<file path="src/verilog/cild_cfg.svh">
`ifndef CILD_CFG_SVH
`define CILD_CFG_SVH

// Instruction fields, bit 0 is the least significant bit of the word
`define CILD_PRIM_HI 31
`define CILD_PRIM_LO 26
`define CILD_CRI_HI 25
`define CILD_CRI_LO 21
`define CILD_BASE_HI 20
`define CILD_BASE_LO 16
`define CILD_IDX_HI 15
`define CILD_IDX_LO 11
`define CILD_XO_HI 10
`define CILD_XO_LO 1
`define CILD_RSV_BIT 0

`define CILD_PRIM_OP 6'h1F
`define CILD_XO_LB 10'h007
`define CILD_XO_LH 10'h027
`define CILD_XO_LW 10'h047
`define CILD_XO_LD 10'h107
`define CILD_XO_LQ 10'h067
`define CILD_XO_STBU 10'h287
`define CILD_XO_STHU 10'h2A7

`define CILD_WORD_STEP 32'h0000_0004

`endif

</file>
<file path="src/verilog/cild_pkg.sv">
package cild_pkg;

    typedef enum logic [3:0]
    {
        CILD_IDLE = 4'b0001,
        CILD_LOAD = 4'b0010,
        CILD_STORE = 4'b0100,
        CILD_DONE = 4'b1000
    } cild_state_t;

    typedef enum logic [2:0]
    {
        CILD_SZ_BYTE = 3'h0,
        CILD_SZ_HALF = 3'h1,
        CILD_SZ_WORD = 3'h2,
        CILD_SZ_DBL = 3'h3,
        CILD_SZ_QUAD = 3'h4
    } cild_size_t;

endpackage : cild_pkg

</file>
<file path="src/verilog/cild_decode.sv">
// Notes on behaviour
// (RL1) Fields: opcode, coproc index, base, index, xo
// (RL2) Address is base plus index register
// (RL3) Base field zero means zero base
// (RL4) Xo 7: sign-extended byte load to coprocessor
// (RL5) Xo 39: halfword aligned, sign-extended load
// (RL6) Xo 71: word aligned single word load
// (RL7) Xo 263: two words, address and plus four
// (RL8) Xo 103: four words up to plus twelve
// (RL9) Coprocessor builds its register from words
// (RL10) Byte, halfword lane is eight times address
// (RL11) Loads: user no-access zone gives storage fault
// (RL12) No translation match gives TLB miss
// (RL13) Reserved bits set: bounded, no program trap
// (RL14) Xo 647: store lowest byte at address
// (RL15) Xo 679: halfword aligned two-byte store
// (RL16) Update stores write address back to base
// (RL17) Read-only zone store faults in every mode
// (RL18) Store no-access check only in user mode
// (RL19) Update store with base zero: bounded result
module cild_decode
    import cild_pkg::*;
#(
    parameter int GPR_COUNT = 32
)
(
    input wire logic mclk,
    input wire logic rst_b,
    input wire logic ce,
    input wire logic instr_valid,
    input wire logic [31:0] instr,
    input wire logic [31:0] gpr_rd_a,
    input wire logic [31:0] gpr_rd_b,
    input wire logic reloc_en,
    input wire logic user_mode,
    input wire logic tlb_hit,
    input wire logic zone_no_access,
    input wire logic zone_read_only,
    input wire logic mem_ack,
    input wire logic [127:0] mem_rdata,
    input wire logic [31:0] cp_store_data,
    output logic busy,
    output logic [4:0] gpr_sel_a,
    output logic [4:0] gpr_sel_b,
    output logic [31:0] effective_address,
    output logic mem_req,
    output logic mem_we,
    output logic [3:0] mem_be,
    output logic [7:0] mem_wdata_byte_hi,
    output logic [7:0] mem_wdata_byte_lo,
    output logic cp_load_valid,
    output logic [31:0] cp_load_data,
    output logic [4:0] coproc_reg_index,
    output logic [1:0] cp_beat,
    output logic cp_last,
    output logic cp_store_take,
    output logic gpr_wr_en,
    output logic [4:0] gpr_wr_sel,
    output logic [31:0] gpr_wr_data,
    output logic exc_data_storage,
    output logic exc_dtlb_miss,
    output logic done
);

`include "cild_cfg.svh"

    // ------------------------------------------------------------
    // Decode
    // ------------------------------------------------------------
    logic hit;
    logic is_store;
    logic is_update;
    cild_size_t size;
    logic [4:0] cri;
    logic [4:0] base_sel;
    logic [4:0] idx_sel;

    cild_field_decode u_field
    (
        .instr(instr),
        .hit(hit),
        .is_store(is_store),
        .is_update(is_update),
        .size(size),
        .cri(cri),
        .base_sel(base_sel),
        .idx_sel(idx_sel)
    );

    // Register file read ports are combinational on the core side
    assign gpr_sel_a = base_sel;
    assign gpr_sel_b = idx_sel;

    // ------------------------------------------------------------
    // Address generation
    // ------------------------------------------------------------
    logic [31:0] base_val;
    logic [31:0] ea_raw;
    logic [31:0] ea_aligned;

    always_comb
    begin
        base_val = (base_sel == 5'h00) ? 32'h0000_0000 : gpr_rd_a; // RL3 RL19
        ea_raw = base_val + gpr_rd_b; // RL2
        case (size)
            CILD_SZ_BYTE: ea_aligned = ea_raw; // RL4 RL14
            CILD_SZ_HALF: ea_aligned = {ea_raw[31:1], 1'b0}; // RL5 RL15
            default: ea_aligned = {ea_raw[31:2], 2'b00}; // RL6 RL7 RL8
        endcase
    end

    // ------------------------------------------------------------
    // Protection checks
    // ------------------------------------------------------------
    logic fault_tlb;
    logic fault_storage;

    always_comb
    begin
        fault_tlb = reloc_en && !tlb_hit; // RL12
        if (is_store)
        begin
            fault_storage = reloc_en && (zone_read_only || (user_mode && zone_no_access)); // RL17 RL18
        end
        else
        begin
            fault_storage = reloc_en && user_mode && zone_no_access; // RL11
        end
    end

    // ------------------------------------------------------------
    // Sequencer
    // ------------------------------------------------------------
    cild_state_t state_q;
    logic [31:0] ea_q;
    cild_size_t size_q;
    logic upd_q;
    logic [4:0] base_q;
    logic [1:0] beat_q;
    logic [1:0] last_beat;
    logic [31:0] byte_ext;

    always_comb
    begin
        case (size_q)
            CILD_SZ_DBL: last_beat = 2'h1; // RL7
            CILD_SZ_QUAD: last_beat = 2'h3; // RL8
            default: last_beat = 2'h0;
        endcase
    end

    cild_lane_align u_align
    (
        .line(mem_rdata),
        .lane(ea_q[3:0]),
        .half(size_q == CILD_SZ_HALF),
        .ext(byte_ext)
    );

    logic start;
    assign start = instr_valid && hit && state_q == CILD_IDLE;

    always_ff @(posedge mclk)
    begin
        if (!rst_b)
        begin
            state_q <= CILD_IDLE;
            ea_q <= 32'h0000_0000;
            size_q <= CILD_SZ_BYTE;
            upd_q <= 1'b0;
            base_q <= 5'h00;
            beat_q <= 2'h0;
        end
        else if (ce)
        begin
            case (state_q)
                CILD_IDLE:
                begin
                    beat_q <= 2'h0;
                    if (start && !fault_tlb && !fault_storage)
                    begin
                        ea_q <= ea_aligned;
                        size_q <= size;
                        upd_q <= is_update;
                        base_q <= base_sel;
                        state_q <= is_store ? CILD_STORE : CILD_LOAD;
                    end
                end
                CILD_LOAD:
                begin
                    if (mem_ack)
                    begin
                        if (beat_q == last_beat)
                        begin
                            state_q <= CILD_DONE;
                        end
                        else
                        begin
                            beat_q <= beat_q + 2'h1;
                            ea_q <= ea_q + `CILD_WORD_STEP; // RL7 RL8
                        end
                    end
                end
                CILD_STORE:
                begin
                    if (mem_ack)
                    begin
                        state_q <= CILD_DONE;
                    end
                end
                CILD_DONE: state_q <= CILD_IDLE;
                default: state_q <= CILD_IDLE;
            endcase
        end
    end

    // ------------------------------------------------------------
    // Memory request outputs
    // ------------------------------------------------------------
    logic [31:0] ea_wb_q;

    always_ff @(posedge mclk)
    begin
        if (!rst_b)
        begin
            busy <= 1'b0;
            effective_address <= 32'h0000_0000;
            mem_req <= 1'b0;
            mem_we <= 1'b0;
            mem_be <= 4'h0;
            mem_wdata_byte_hi <= 8'h00;
            mem_wdata_byte_lo <= 8'h00;
            cp_store_take <= 1'b0;
            ea_wb_q <= 32'h0000_0000;
        end
        else if (ce)
        begin
            cp_store_take <= 1'b0;
            if (start && !fault_tlb && !fault_storage)
            begin
                busy <= 1'b1;
                effective_address <= ea_aligned;
                ea_wb_q <= ea_aligned;
                mem_req <= 1'b1;
                mem_we <= is_store;
                cp_store_take <= is_store;
                // Byte enables follow big-endian lane order within a word
                case (size)
                    CILD_SZ_BYTE: mem_be <= 4'h8 >> ea_aligned[1:0]; // RL14
                    CILD_SZ_HALF: mem_be <= ea_aligned[1] ? 4'h3 : 4'hC; // RL15
                    default: mem_be <= 4'hF;
                endcase
                mem_wdata_byte_hi <= cp_store_data[15:8]; // RL15
                mem_wdata_byte_lo <= cp_store_data[7:0]; // RL14
            end
            else if (mem_req && mem_ack)
            begin
                if (state_q == CILD_LOAD && beat_q != last_beat)
                begin
                    effective_address <= effective_address + `CILD_WORD_STEP;
                end
                else
                begin
                    mem_req <= 1'b0;
                    mem_we <= 1'b0;
                    busy <= 1'b0;
                end
            end
        end
    end

    // ------------------------------------------------------------
    // Coprocessor delivery
    // ------------------------------------------------------------
    // The coprocessor owns how beats are packed into its register
    always_ff @(posedge mclk)
    begin
        if (!rst_b)
        begin
            cp_load_valid <= 1'b0;
            cp_load_data <= 32'h0000_0000;
            coproc_reg_index <= 5'h00;
            cp_beat <= 2'h0;
            cp_last <= 1'b0;
        end
        else if (ce)
        begin
            cp_load_valid <= 1'b0;
            if (start)
            begin
                coproc_reg_index <= cri; // RL4
            end
            if (state_q == CILD_LOAD && mem_ack)
            begin
                cp_load_valid <= 1'b1; // RL9
                cp_beat <= beat_q;
                cp_last <= beat_q == last_beat;
                if (size_q == CILD_SZ_BYTE || size_q == CILD_SZ_HALF)
                begin
                    cp_load_data <= byte_ext; // RL4 RL5 RL10
                end
                else
                begin
                    cp_load_data <= mem_rdata[127 - 32 * ea_q[3:2] -: 32]; // RL6
                end
            end
        end
    end

    // ------------------------------------------------------------
    // Base write-back and exceptions
    // ------------------------------------------------------------
    always_ff @(posedge mclk)
    begin
        if (!rst_b)
        begin
            gpr_wr_en <= 1'b0;
            gpr_wr_sel <= 5'h00;
            gpr_wr_data <= 32'h0000_0000;
            exc_data_storage <= 1'b0;
            exc_dtlb_miss <= 1'b0;
            done <= 1'b0;
        end
        else if (ce)
        begin
            gpr_wr_en <= 1'b0;
            exc_data_storage <= 1'b0;
            exc_dtlb_miss <= 1'b0;
            done <= 1'b0;
            if (start)
            begin
                exc_dtlb_miss <= fault_tlb; // RL12
                exc_data_storage <= !fault_tlb && fault_storage; // RL11 RL17
            end
            if (state_q == CILD_STORE && mem_ack)
            begin
                // Base field zero still writes, register zero takes the address
                gpr_wr_en <= upd_q; // RL16 RL19
                gpr_wr_sel <= base_q;
                gpr_wr_data <= ea_wb_q; // RL16
            end
            if (state_q == CILD_DONE)
            begin
                done <= 1'b1;
            end
        end
    end

endmodule : cild_decode

</file>
<file path="src/verilog/cild_field_decode.sv">
`include "cild_cfg.svh"

module cild_field_decode
    import cild_pkg::*;
(
    input wire logic [31:0] instr,
    output logic hit,
    output logic is_store,
    output logic is_update,
    output cild_size_t size,
    output logic [4:0] cri,
    output logic [4:0] base_sel,
    output logic [4:0] idx_sel
);

    logic [9:0] xo;

    assign cri = instr[`CILD_CRI_HI:`CILD_CRI_LO]; // RL1
    assign base_sel = instr[`CILD_BASE_HI:`CILD_BASE_LO]; // RL1
    assign idx_sel = instr[`CILD_IDX_HI:`CILD_IDX_LO]; // RL1
    assign xo = instr[`CILD_XO_HI:`CILD_XO_LO]; // RL1

    // Reserved bit is ignored so such forms still execute, never trap
    always_comb
    begin
        hit = instr[`CILD_PRIM_HI:`CILD_PRIM_LO] == `CILD_PRIM_OP; // RL13
        is_store = 1'b0;
        is_update = 1'b0;
        size = CILD_SZ_BYTE;
        case (xo)
            `CILD_XO_LB: size = CILD_SZ_BYTE; // RL4
            `CILD_XO_LH: size = CILD_SZ_HALF; // RL5
            `CILD_XO_LW: size = CILD_SZ_WORD; // RL6
            `CILD_XO_LD: size = CILD_SZ_DBL; // RL7
            `CILD_XO_LQ: size = CILD_SZ_QUAD; // RL8
            `CILD_XO_STBU:
            begin
                is_store = 1'b1; // RL14
                is_update = 1'b1;
            end
            `CILD_XO_STHU:
            begin
                is_store = 1'b1; // RL15
                is_update = 1'b1;
                size = CILD_SZ_HALF;
            end
            default: hit = 1'b0;
        endcase
    end

endmodule : cild_field_decode

</file>
<file path="src/verilog/cild_lane_align.sv">
module cild_lane_align
(
    input wire logic [127:0] line,
    input wire logic [3:0] lane,
    input wire logic half,
    output logic [31:0] ext
);

    logic [127:0] shifted;

    // Byte lane eb = 8 * low four address bits, counted from the line's top
    always_comb
    begin
        shifted = line << {lane, 3'b000}; // RL10
        if (half)
        begin
            ext = {{16{shifted[127]}}, shifted[127:112]}; // RL5
        end
        else
        begin
            ext = {{24{shifted[127]}}, shifted[127:120]}; // RL4
        end
    end

endmodule : cild_lane_align

</file>
<file path="config.mk">
export PLATFORM = sky130hd
export DESIGN_NAME = cild_decode
export DESIGN_NICKNAME = d
export VERILOG_FILES = /design/src/verilog/cild_pkg.sv /design/src/verilog/cild_decode.sv /design/src/verilog/cild_field_decode.sv /design/src/verilog/cild_lane_align.sv
export VERILOG_INCLUDE_DIRS = /design/src /design/src/verilog
export SDC_FILE = /design/constraint.sdc
export NUM_CORES = 1
export LEC_CHECK = 0
export BUFFER_PORTS_ARGS = -buffer_cell sky130_fd_sc_hd__buf_2
export CAP_MARGIN = 20
export CELL_PAD_IN_SITES_DETAIL_PLACEMENT = 0
export CELL_PAD_IN_SITES_GLOBAL_PLACEMENT = 1
export CORE_MARGIN = 1.5
export CORE_UTILIZATION = 34
export CTS_CLUSTER_DIAMETER = 60
export CTS_CLUSTER_SIZE = 8
export DETAILED_ROUTE_END_ITERATION = 12
export PLACE_DENSITY_LB_ADDON = 0.25
export REMOVE_ABC_BUFFERS = 1
export SETUP_SLACK_MARGIN = 0.3
export SYNTH_ARGS = -nofsm -noshare
export SYNTH_HDL_FRONTEND = slang
export SYNTH_SLANG_ARGS = --single-unit
export TNS_END_PERCENT = 1
</file>
<file path="constraint.sdc">
create_clock -name mclk -period 4.7 [get_ports mclk]
set_clock_uncertainty 0.2 [all_clocks]
set_input_delay 0.94 -clock mclk [delete_from_list [all_inputs] [get_ports mclk]]
set_output_delay 0.94 -clock mclk [all_outputs]
set_load 0.01 [all_outputs]
</file>
==> results.py, run 1 <==
metrics = {
    "die": {
        "fp.dieArea_sq_um": 38000,
        "fp-row-count": 70,
        "die_y_microns": 195,
        "ios": 414,
        "start_util": 0.344,
        "core_sq_um": 36400,
        "die_w_microns": 195,
    },
    "drt": {
        "wl_per_cell_microns": 20.0,
        "drt_iter0_drc": 791,
        "routed_via_density": 5.52,
        "vias": 12800,
        "route.detailed.drc": 0,
        "finalWirelength_microns": 46300,
        "antenna_left": 0,
        "firstDrtPassIters": 5,
    },
    "worst_hold_path": {
        "min_path_type": "register to register",
        "min_from": "mem_wdata_byte_hi[4]$_SDFFE_PN0P_",
    },
    "timing": {
        "fmax_mhz": 237,
        "fin_crit_sh": 0.899,
        "period_needed_ns": 4.23,
        "hold_viol_final": 0,
        "rsz0062_at_grt": "yes",
        "hold_ws_ns": 0.251,
        "finalSetupViolCount": 0,
        "tightest_slew_ns": 1.01,
        "slew_headroom": 0.328,
        "maxSlewViolCount": 0,
    },
    "logic_synthesis": {
        "synth-main-ff-cell": "dfxtp_1",
        "async_flop_share": 0,
        "synth_edf_count": 0,
        "syn_area_per_cell_sq_um": 8.52,
        "synthCells": 1471,
        "synth_seq_cells": 188,
        "synth_seq_area_share": 0.300,
        "synth.largest_area_cell": "dfxtp_1",
        "synth_top_cell_area_share": 0.300,
        "ys_types": 75,
        "yosysWarningCount": 0,
        "synthesis.area_sq_um": 12500,
        "synthTopCellsByArea": "dfxtp_1, mux4_2, a21oi_1, nand2_1, o21ai_0",
    },
    "cells_and_area": {
        "fillers": 3757,
        "area_growth_pct": 25.5,
        "layout_common_cells": "buf_2, nand2_1, a21oi_1, dfxtp_1",
        "stdcell_area_sq_um": 15700,
        "final_nets": 2124,
        "final_layout_size_suffix_gt1_frac": 0.336,
        "final_common_cell": "buf_2",
    },
    "setup_path": {
        "critPathTopFamily": "compound AO/OA/AOI/OAI gates",
        "timing.rr.start": "ea_q[2]$_SDFFE_PN0P_",
        "crit_buf_inv": 4,
        "cpPeakStageDelay_ns": 0.55,
        "crit_chain": "buf_2 > or4_4 > nor2_4 > buf_4 > nor2b_1 > ha_1 > fa_1 > a21o_1 > a21oi_2 > o21a_1 > o211ai_1 > a31oi_1 > buf_4 > a21oi_1 > xor2_1 > buf_4 > a22o_1",
        "critPathLaunchType": "input pin",
        "critPathLaunch": "instr[18]",
        "cp.required_ns": 4.83,
        "path_class": "input pin to register",
        "cp_max_fo": 4,
        "crit_arrival_ns": 4.36,
        "critPathCaptureType": "register",
        "cpMostUsedCell": "buf_4",
        "cpMaxStageDelayCell": "or4_4",
    },
    "clock_network": {
        "htreeDepth": 4,
        "cts_buffers": 17,
        "clock-sinks": 188,
        "clk_path_buf_depth": 2,
        "cts_hold_buffers": 0,
        "cts_root_buf": "clkbuf_16",
        "clkTransAtPathRegs_ns": 0.07,
        "clk_latency_ns": 0.44,
        "cts_tree": "yes",
    },
    "placed_design": {
        "dpl-instance-area_sq_um": 15100,
        "gp_congestion": 0.849,
        "dp_hpwl_microns": 35100,
        "portBuffers": 386,
    },
    "grt": {
        "grt_overflow_total": 0,
        "grt_pass1_wl_microns": 70800,
        "grt_max_degree": 54,
        "antenna_found_initial": 7,
        "grtUsageTotal": 0.240,
        "grt_pass1_vias": 12300,
    },
    "pwr": {
        "power_density_nw_per_um2": 238,
        "leakage_nw": 6.38,
        "ir_worst_vdd_uv": 210,
    },
    "job": {
        "maxCapViolations": 0,
    },
    "outcome": {
        "status": "complete, no violations",
    },
}
worst paths after layout:
| path | endpoint | slack, ns | cells after the start |
|---|---|---|---|
| hold / removal | mem_wdata_byte_hi[4]$_SDFFE_PN0P_ | 0.25 | 2 |
| setup reg to reg | cp_load_data[18]$_SDFFE_PN0P_ | 1.58 | 7 |
| hold reg to reg | mem_wdata_byte_hi[4]$_SDFFE_PN0P_ | 0.25 | 2 |
| setup / recovery | ea_wb_q[26]$_SDFFE_PN0P_ | 0.47 | 17 |
flip-flops by register name (all words and copies together), names as in the netlist, 2 cells and up:
register           count
mem_wdata_byte_hi      8
gpr_wr_sel             5
ea_wb_q               32
base_q                 5
cp_beat                2
beat_q                 2
gpr_wr_data           32
size_q                 3
ea_q                   4
mem_be                 4
coproc_reg_index       5
cp_load_data          32
state_q                4
mem_wdata_byte_lo      8
effective_address     32
power by group:
group | internal (W) | total [W] | switching (W)
registers | 0.00159 | 0.00159 | 0.0000000767
clock network | 0.000716 | 0.00147 | 0.000753
logic | 0.000320 | 0.000679 | 0.000359
area by class of cell:
type,count,area [sq um],share of cell area
clock buffer,19,433,0.0275
multi-input combinational,1145,8250,0.524
inverter,22,85.1,0.00541
tap,468,586,0.0372
clock inverter,13,150,0.00955
sequential,188,3770,0.240
antenna,3,7.51,0.000477
timing repair buffer,451,2440,0.155
timing repair:
item | in CTS | in global routing
endpoints found under the setup margin | 14 | 35
gates cloned | 0 | 0
gates resized for setup | 3 | 11
buffers inserted | 0 | 2
pin swaps | 0 | 4
cells by family (layout without fill, tap and decap cells):
group	count (synthesis)	in the layout	synth area share
AOI/OAI and AO/OA	431	431	0.201
xor gates and xnor gates	26	26	0.0182
adders and majority gates	33	33	0.0336
buffers and inverters	138	505	0.0467
DFF	188	188	0.300
muxes	127	127	0.198
other	0	3	0
and+or+nand+nor	528	528	0.202
through the flow:
stage	TNS [ns]	utilization	power [W]	setup slack (ns)	instances
final	0	0.432	0.00374	0.473	2309
after global placement	-3.22	0.413	0.00229	-0.282	2272
after detailed placement	-5.05	0.413	0.00229	-0.333	2272
after global routing	0	0.431	0.00390	0.238	2308
after floorplan	-5.01	-	0.00197	-0.512	1355
after CTS	0	0.430	0.00377	0.281	2304
per-layer routing:
metal,track usage,routed length (microns),vias up
met5,0,34,-
li1,-,-,6112
met4,0.0767,990,6
met3,0.0503,3600,59
met2,0.417,22900,530
met1,0.295,18800,6048
worst min-delay path: stages, from the launching register on:
cell     delay, ns
dfxtp_1       0.31
nand2_1       0.05
a21oi_1       0.05
cells in the mapped netlist, types with 6 or more instances:
cell type,n
nand2_1,248
a21oi_1,209
dfxtp_1,188
o21ai_0,97
mux4_2,96
nor2_1,85
clkbuf_1,79
nand3_1,44
nor2b_1,38
ha_1,32
mux2i_1,26
inv_1,20
xnor2_1,20
a21o_1,19
buf_2,15
nand2b_1,15
nand4_1,15
a31oi_1,14
nor3_1,12
buf_4,11
and2_1,10
and3_1,10
buf_1,10
o211ai_1,10
a211oi_1,9
a2bb2oi_1,9
o21bai_1,8
and4_1,6
o21a_1,6
xor2_1,6
No activity file was read; power rests on OpenSTA's default activity.
==> inputs of run 2 (changes only) <==
--- a/config.mk
+++ b/config.mk
@@ -6,12 +6,14 @@
 export SDC_FILE = /design/constraint.sdc
 export NUM_CORES = 1
 export LEC_CHECK = 0
+export ABC_AREA = 1
+export ABC_CLOCK_PERIOD_IN_PS = 4700
 export BUFFER_PORTS_ARGS = -buffer_cell sky130_fd_sc_hd__buf_2
 export CAP_MARGIN = 20
-export CELL_PAD_IN_SITES_DETAIL_PLACEMENT = 0
-export CELL_PAD_IN_SITES_GLOBAL_PLACEMENT = 1
+export CELL_PAD_IN_SITES_DETAIL_PLACEMENT = 1
+export CELL_PAD_IN_SITES_GLOBAL_PLACEMENT = 2
 export CORE_MARGIN = 1.5
-export CORE_UTILIZATION = 34
+export CORE_UTILIZATION = 24
 export CTS_CLUSTER_DIAMETER = 60
 export CTS_CLUSTER_SIZE = 8
 export DETAILED_ROUTE_END_ITERATION = 12
==> run 2 against run 1 <==
Routed wire length up 44%; first-iteration DRC count up 14%; register-to-register slack better by 0.19 ns; utilization down 13 points; global-route usage down 2.2 points; total power up 31%; combinational power up 140%; non-clock buffer count down 39; critical path depth unchanged; setup slack better by 0.63 ns; largest cell class unchanged.
==> results.py, run 2 <==
metrics = {
    "placed_design": {
        "gp_congestion": 0.877,
        "pre_cts_ws_ns": 0.580,
        "portBuffers": 386,
        "dp_hpwl_microns": 51400,
    },
    "pwr": {
        "p_seq_frac": 0.340,
        "swShare": 0.394,
        "p_comb_frac": 0.332,
        "ir_worst_vdd_uv": 290,
        "pwr-share-clk": 0.328,
        "intPower_w": 0.00296,
        "leakage_nw": 8.58,
        "power_switching_w": 0.00192,
        "power_density_nw_per_um2": 282,
    },
    "logic_synthesis": {
        "synthCells": 2395,
        "synth_seq_cells": 188,
        "synth_edf_count": 0,
        "synth.largest_area_cell": "dfxtp_1",
        "syn_area_per_cell_sq_um": 5.89,
        "yosysWarningCount": 0,
        "synthesis.area_sq_um": 14100,
        "synth-main-ff-cell": "dfxtp_1",
        "synth_most_common_cell": "nand2_1",
        "ys_types": 55,
        "synth_top_cell_area_share": 0.267,
        "async_flop_share": 0,
        "synth_seq_area_share": 0.267,
        "yosys-top-cells-count": "nand2_1, inv_1, o21ai_0",
        "synthTopCellsByArea": "dfxtp_1, nand2_1, o21ai_0, inv_1, a21oi_1",
    },
    "cells_and_area": {
        "final_common_cell": "nand2_1",
        "final_layout_size_suffix_gt1_frac": 0.178,
        "regArea_sq_um": 3770,
        "fillers": 7660,
        "layout_common_cells": "nand2_1, buf_2, inv_1, o21ai_0, a21oi_1",
        "area_growth_pct": 22.8,
        "multi_input_area_sq_um": 8410,
        "final_nets": 2995,
    },
    "timing": {
        "hold_viol_final": 0,
        "maxSlewViolCount": 0,
        "period_needed_ns": 3.59,
        "fin_crit_sh": 0.764,
        "fmax_mhz": 278,
        "finalSetupViolCount": 0,
        "tightest_slew_ns": 0.848,
        "rsz0062_at_grt": "no",
        "setup_slack_ns": 1.11,
        "hold_ws_ns": 0.245,
        "slew_headroom": 0.435,
    },
    "drt": {
        "antenna_left": 0,
        "drt_iter0_drc": 904,
        "wl_per_cell_microns": 19.1,
        "vias": 16900,
        "routed_via_density": 4.85,
        "route.detailed.drc": 0,
        "finalWirelength_microns": 66600,
        "firstDrtPassIters": 5,
    },
    "clock_network": {
        "htreeDepth": 4,
        "cts_buffers": 17,
        "cts_root_buf": "clkbuf_16",
        "clk_path_buf_depth": 2,
        "post-cts-setup-buffers": 0,
        "clk_latency_ns": 0.50,
        "cts_hold_buffers": 0,
        "clock-sinks": 188,
        "cts_tree": "yes",
        "cts_resized": 0,
        "clkTransAtPathRegs_ns": 0.08,
    },
    "setup_path": {
        "critPathCaptureType": "register",
        "path_class": "input pin to register",
        "reg2reg_slack_ns": 1.77,
        "cp.required_ns": 4.89,
        "critPathLaunchType": "input pin",
        "crit_arrival_ns": 3.78,
        "cpPeakStageDelay_ns": 0.50,
        "crit_chain": "buf_2 > nor2_1 > nand4_1 > buf_4 > nand2_1 > inv_1 > ha_1 > fa_1 > nand3_1 > nand3_1 > nand3_1 > nand3_1 > a21oi_1 > xor2_1 > nor2_1 > nor2_1 > nor2_1",
        "cp_max_fo": 32,
        "cpMaxStageDelayCell": "fa_1",
    },
    "outcome": {
        "status": "complete, no violations",
    },
    "die": {
        "ios": 414,
        "die_y_microns": 246,
        "start_util": 0.244,
        "core_sq_um": 57900,
        "fp.dieArea_sq_um": 60300,
        "fp-row-count": 88,
        "die_w_microns": 246,
    },
    "worst_hold_path": {
        "min_path_type": "register to register",
    },
    "grt": {
        "grt_pass1_vias": 17100,
        "grt_overflow_total": 0,
        "antenna_found_initial": 17,
        "grt_max_degree": 145,
        "grt_pass1_wl_microns": 101000,
        "grtUsageTotal": 0.218,
    },
    "job": {
        "maxCapViolations": 0,
    },
}
## run 2: changes by cell type in the layout (fill, tap and decap cells not counted), moves of 38 or more
cell,change
nor2_1,+120
o22ai_1,+39
buf_4,-39
inv_1,+331
nand2_1,+345
nand3_1,+46
o21ai_0,+206
mux4_2,-96
nor2b_1,-38
## run 2: final timing paths
check,startpoint,endpoint,cells after the start
worst min-delay path,gpr_wr_data[26]$_SDFFE_PN0P_,gpr_wr_data[26]$_SDFFE_PN0P_,2
worst min register to register,gpr_wr_data[26]$_SDFFE_PN0P_,gpr_wr_data[26]$_SDFFE_PN0P_,2
worst max-delay path,instr[17],effective_address[16]$_SDFFE_PN0P_,17
worst max register to register,state_q[3]$_SDFFE_PN0P_,ea_wb_q[30]$_SDFFE_PN0P_,8
## run 2: power groups by stage
stage,Sequential (W),Combinational [W],Clock (W)
after floorplan,0.00169,0.000900,0
after CTS,0.00166,0.00162,0.00166
after detailed placement,0.00170,0.00161,0
after global routing,0.00166,0.00179,0.00172
final,0.00166,0.00162,0.00160
after global placement,0.00170,0.00160,0
## run 2: routing by layer
| layer | share of wire | up-vias | track usage |
|---|---|---|---|
| met3 | 0.040 | 70 | 0.0345 |
| met5 | 0 | - | 0 |
| met4 | 0.025 | 0 | 0.0783 |
| li1 | - | 8407 | - |
| met1 | 0.45 | 8098 | 0.275 |
| met2 | 0.48 | 362 | 0.372 |
## run 2: cells by family after synthesis
| kind of cell | synth area share |
|---|---|
| and+or+nand+nor | 0.293 |
| AOI/OAI and AO/OA | 0.255 |
| buffers and inverters | 0.138 |
| DFF | 0.267 |
| adders and majority gates | 0.0298 |
| xor gates and xnor gates | 0.0174 |
## run 2: worst max-delay path: cells and delay by family
family                   cells  cell delay (ns)
XOR/XNOR                     1             0.29
AO/OA/AOI/OAI                1             0.19
adder cells (fa/ha/maj)      2             0.76
AND/OR/NAND/NOR             10             1.14
buffers and inverters        3             0.42
## run 2: metrics by stage
stage	power (W)	cell area (sq um)	cells	utilization	TNS [ns]
6_report	0.00489	17300	3491	0.299	0
5_1_grt	0.00517	17300	3491	0.299	0
4_1_cts	0.00494	17300	3474	0.298	0
3_5_place_dp	0.00331	16700	3442	0.288	0
3_3_place_gp	0.00330	16700	3442	0.288	0
2_1_floorplan	0.00259	13500	2265	-	-7.47
## run 2: final cells by class
| type | count | area share |
|---|---|---|
| diodes | 17 | 0.00246 |
| clock buffers | 22 | 0.0279 |
| clock inverters | 10 | 0.00758 |
| inverters | 362 | 0.0786 |
| multi-input cells | 1715 | 0.486 |
| flip-flops and latches | 188 | 0.218 |
| well taps | 765 | 0.0552 |
| repair buffers | 412 | 0.125 |
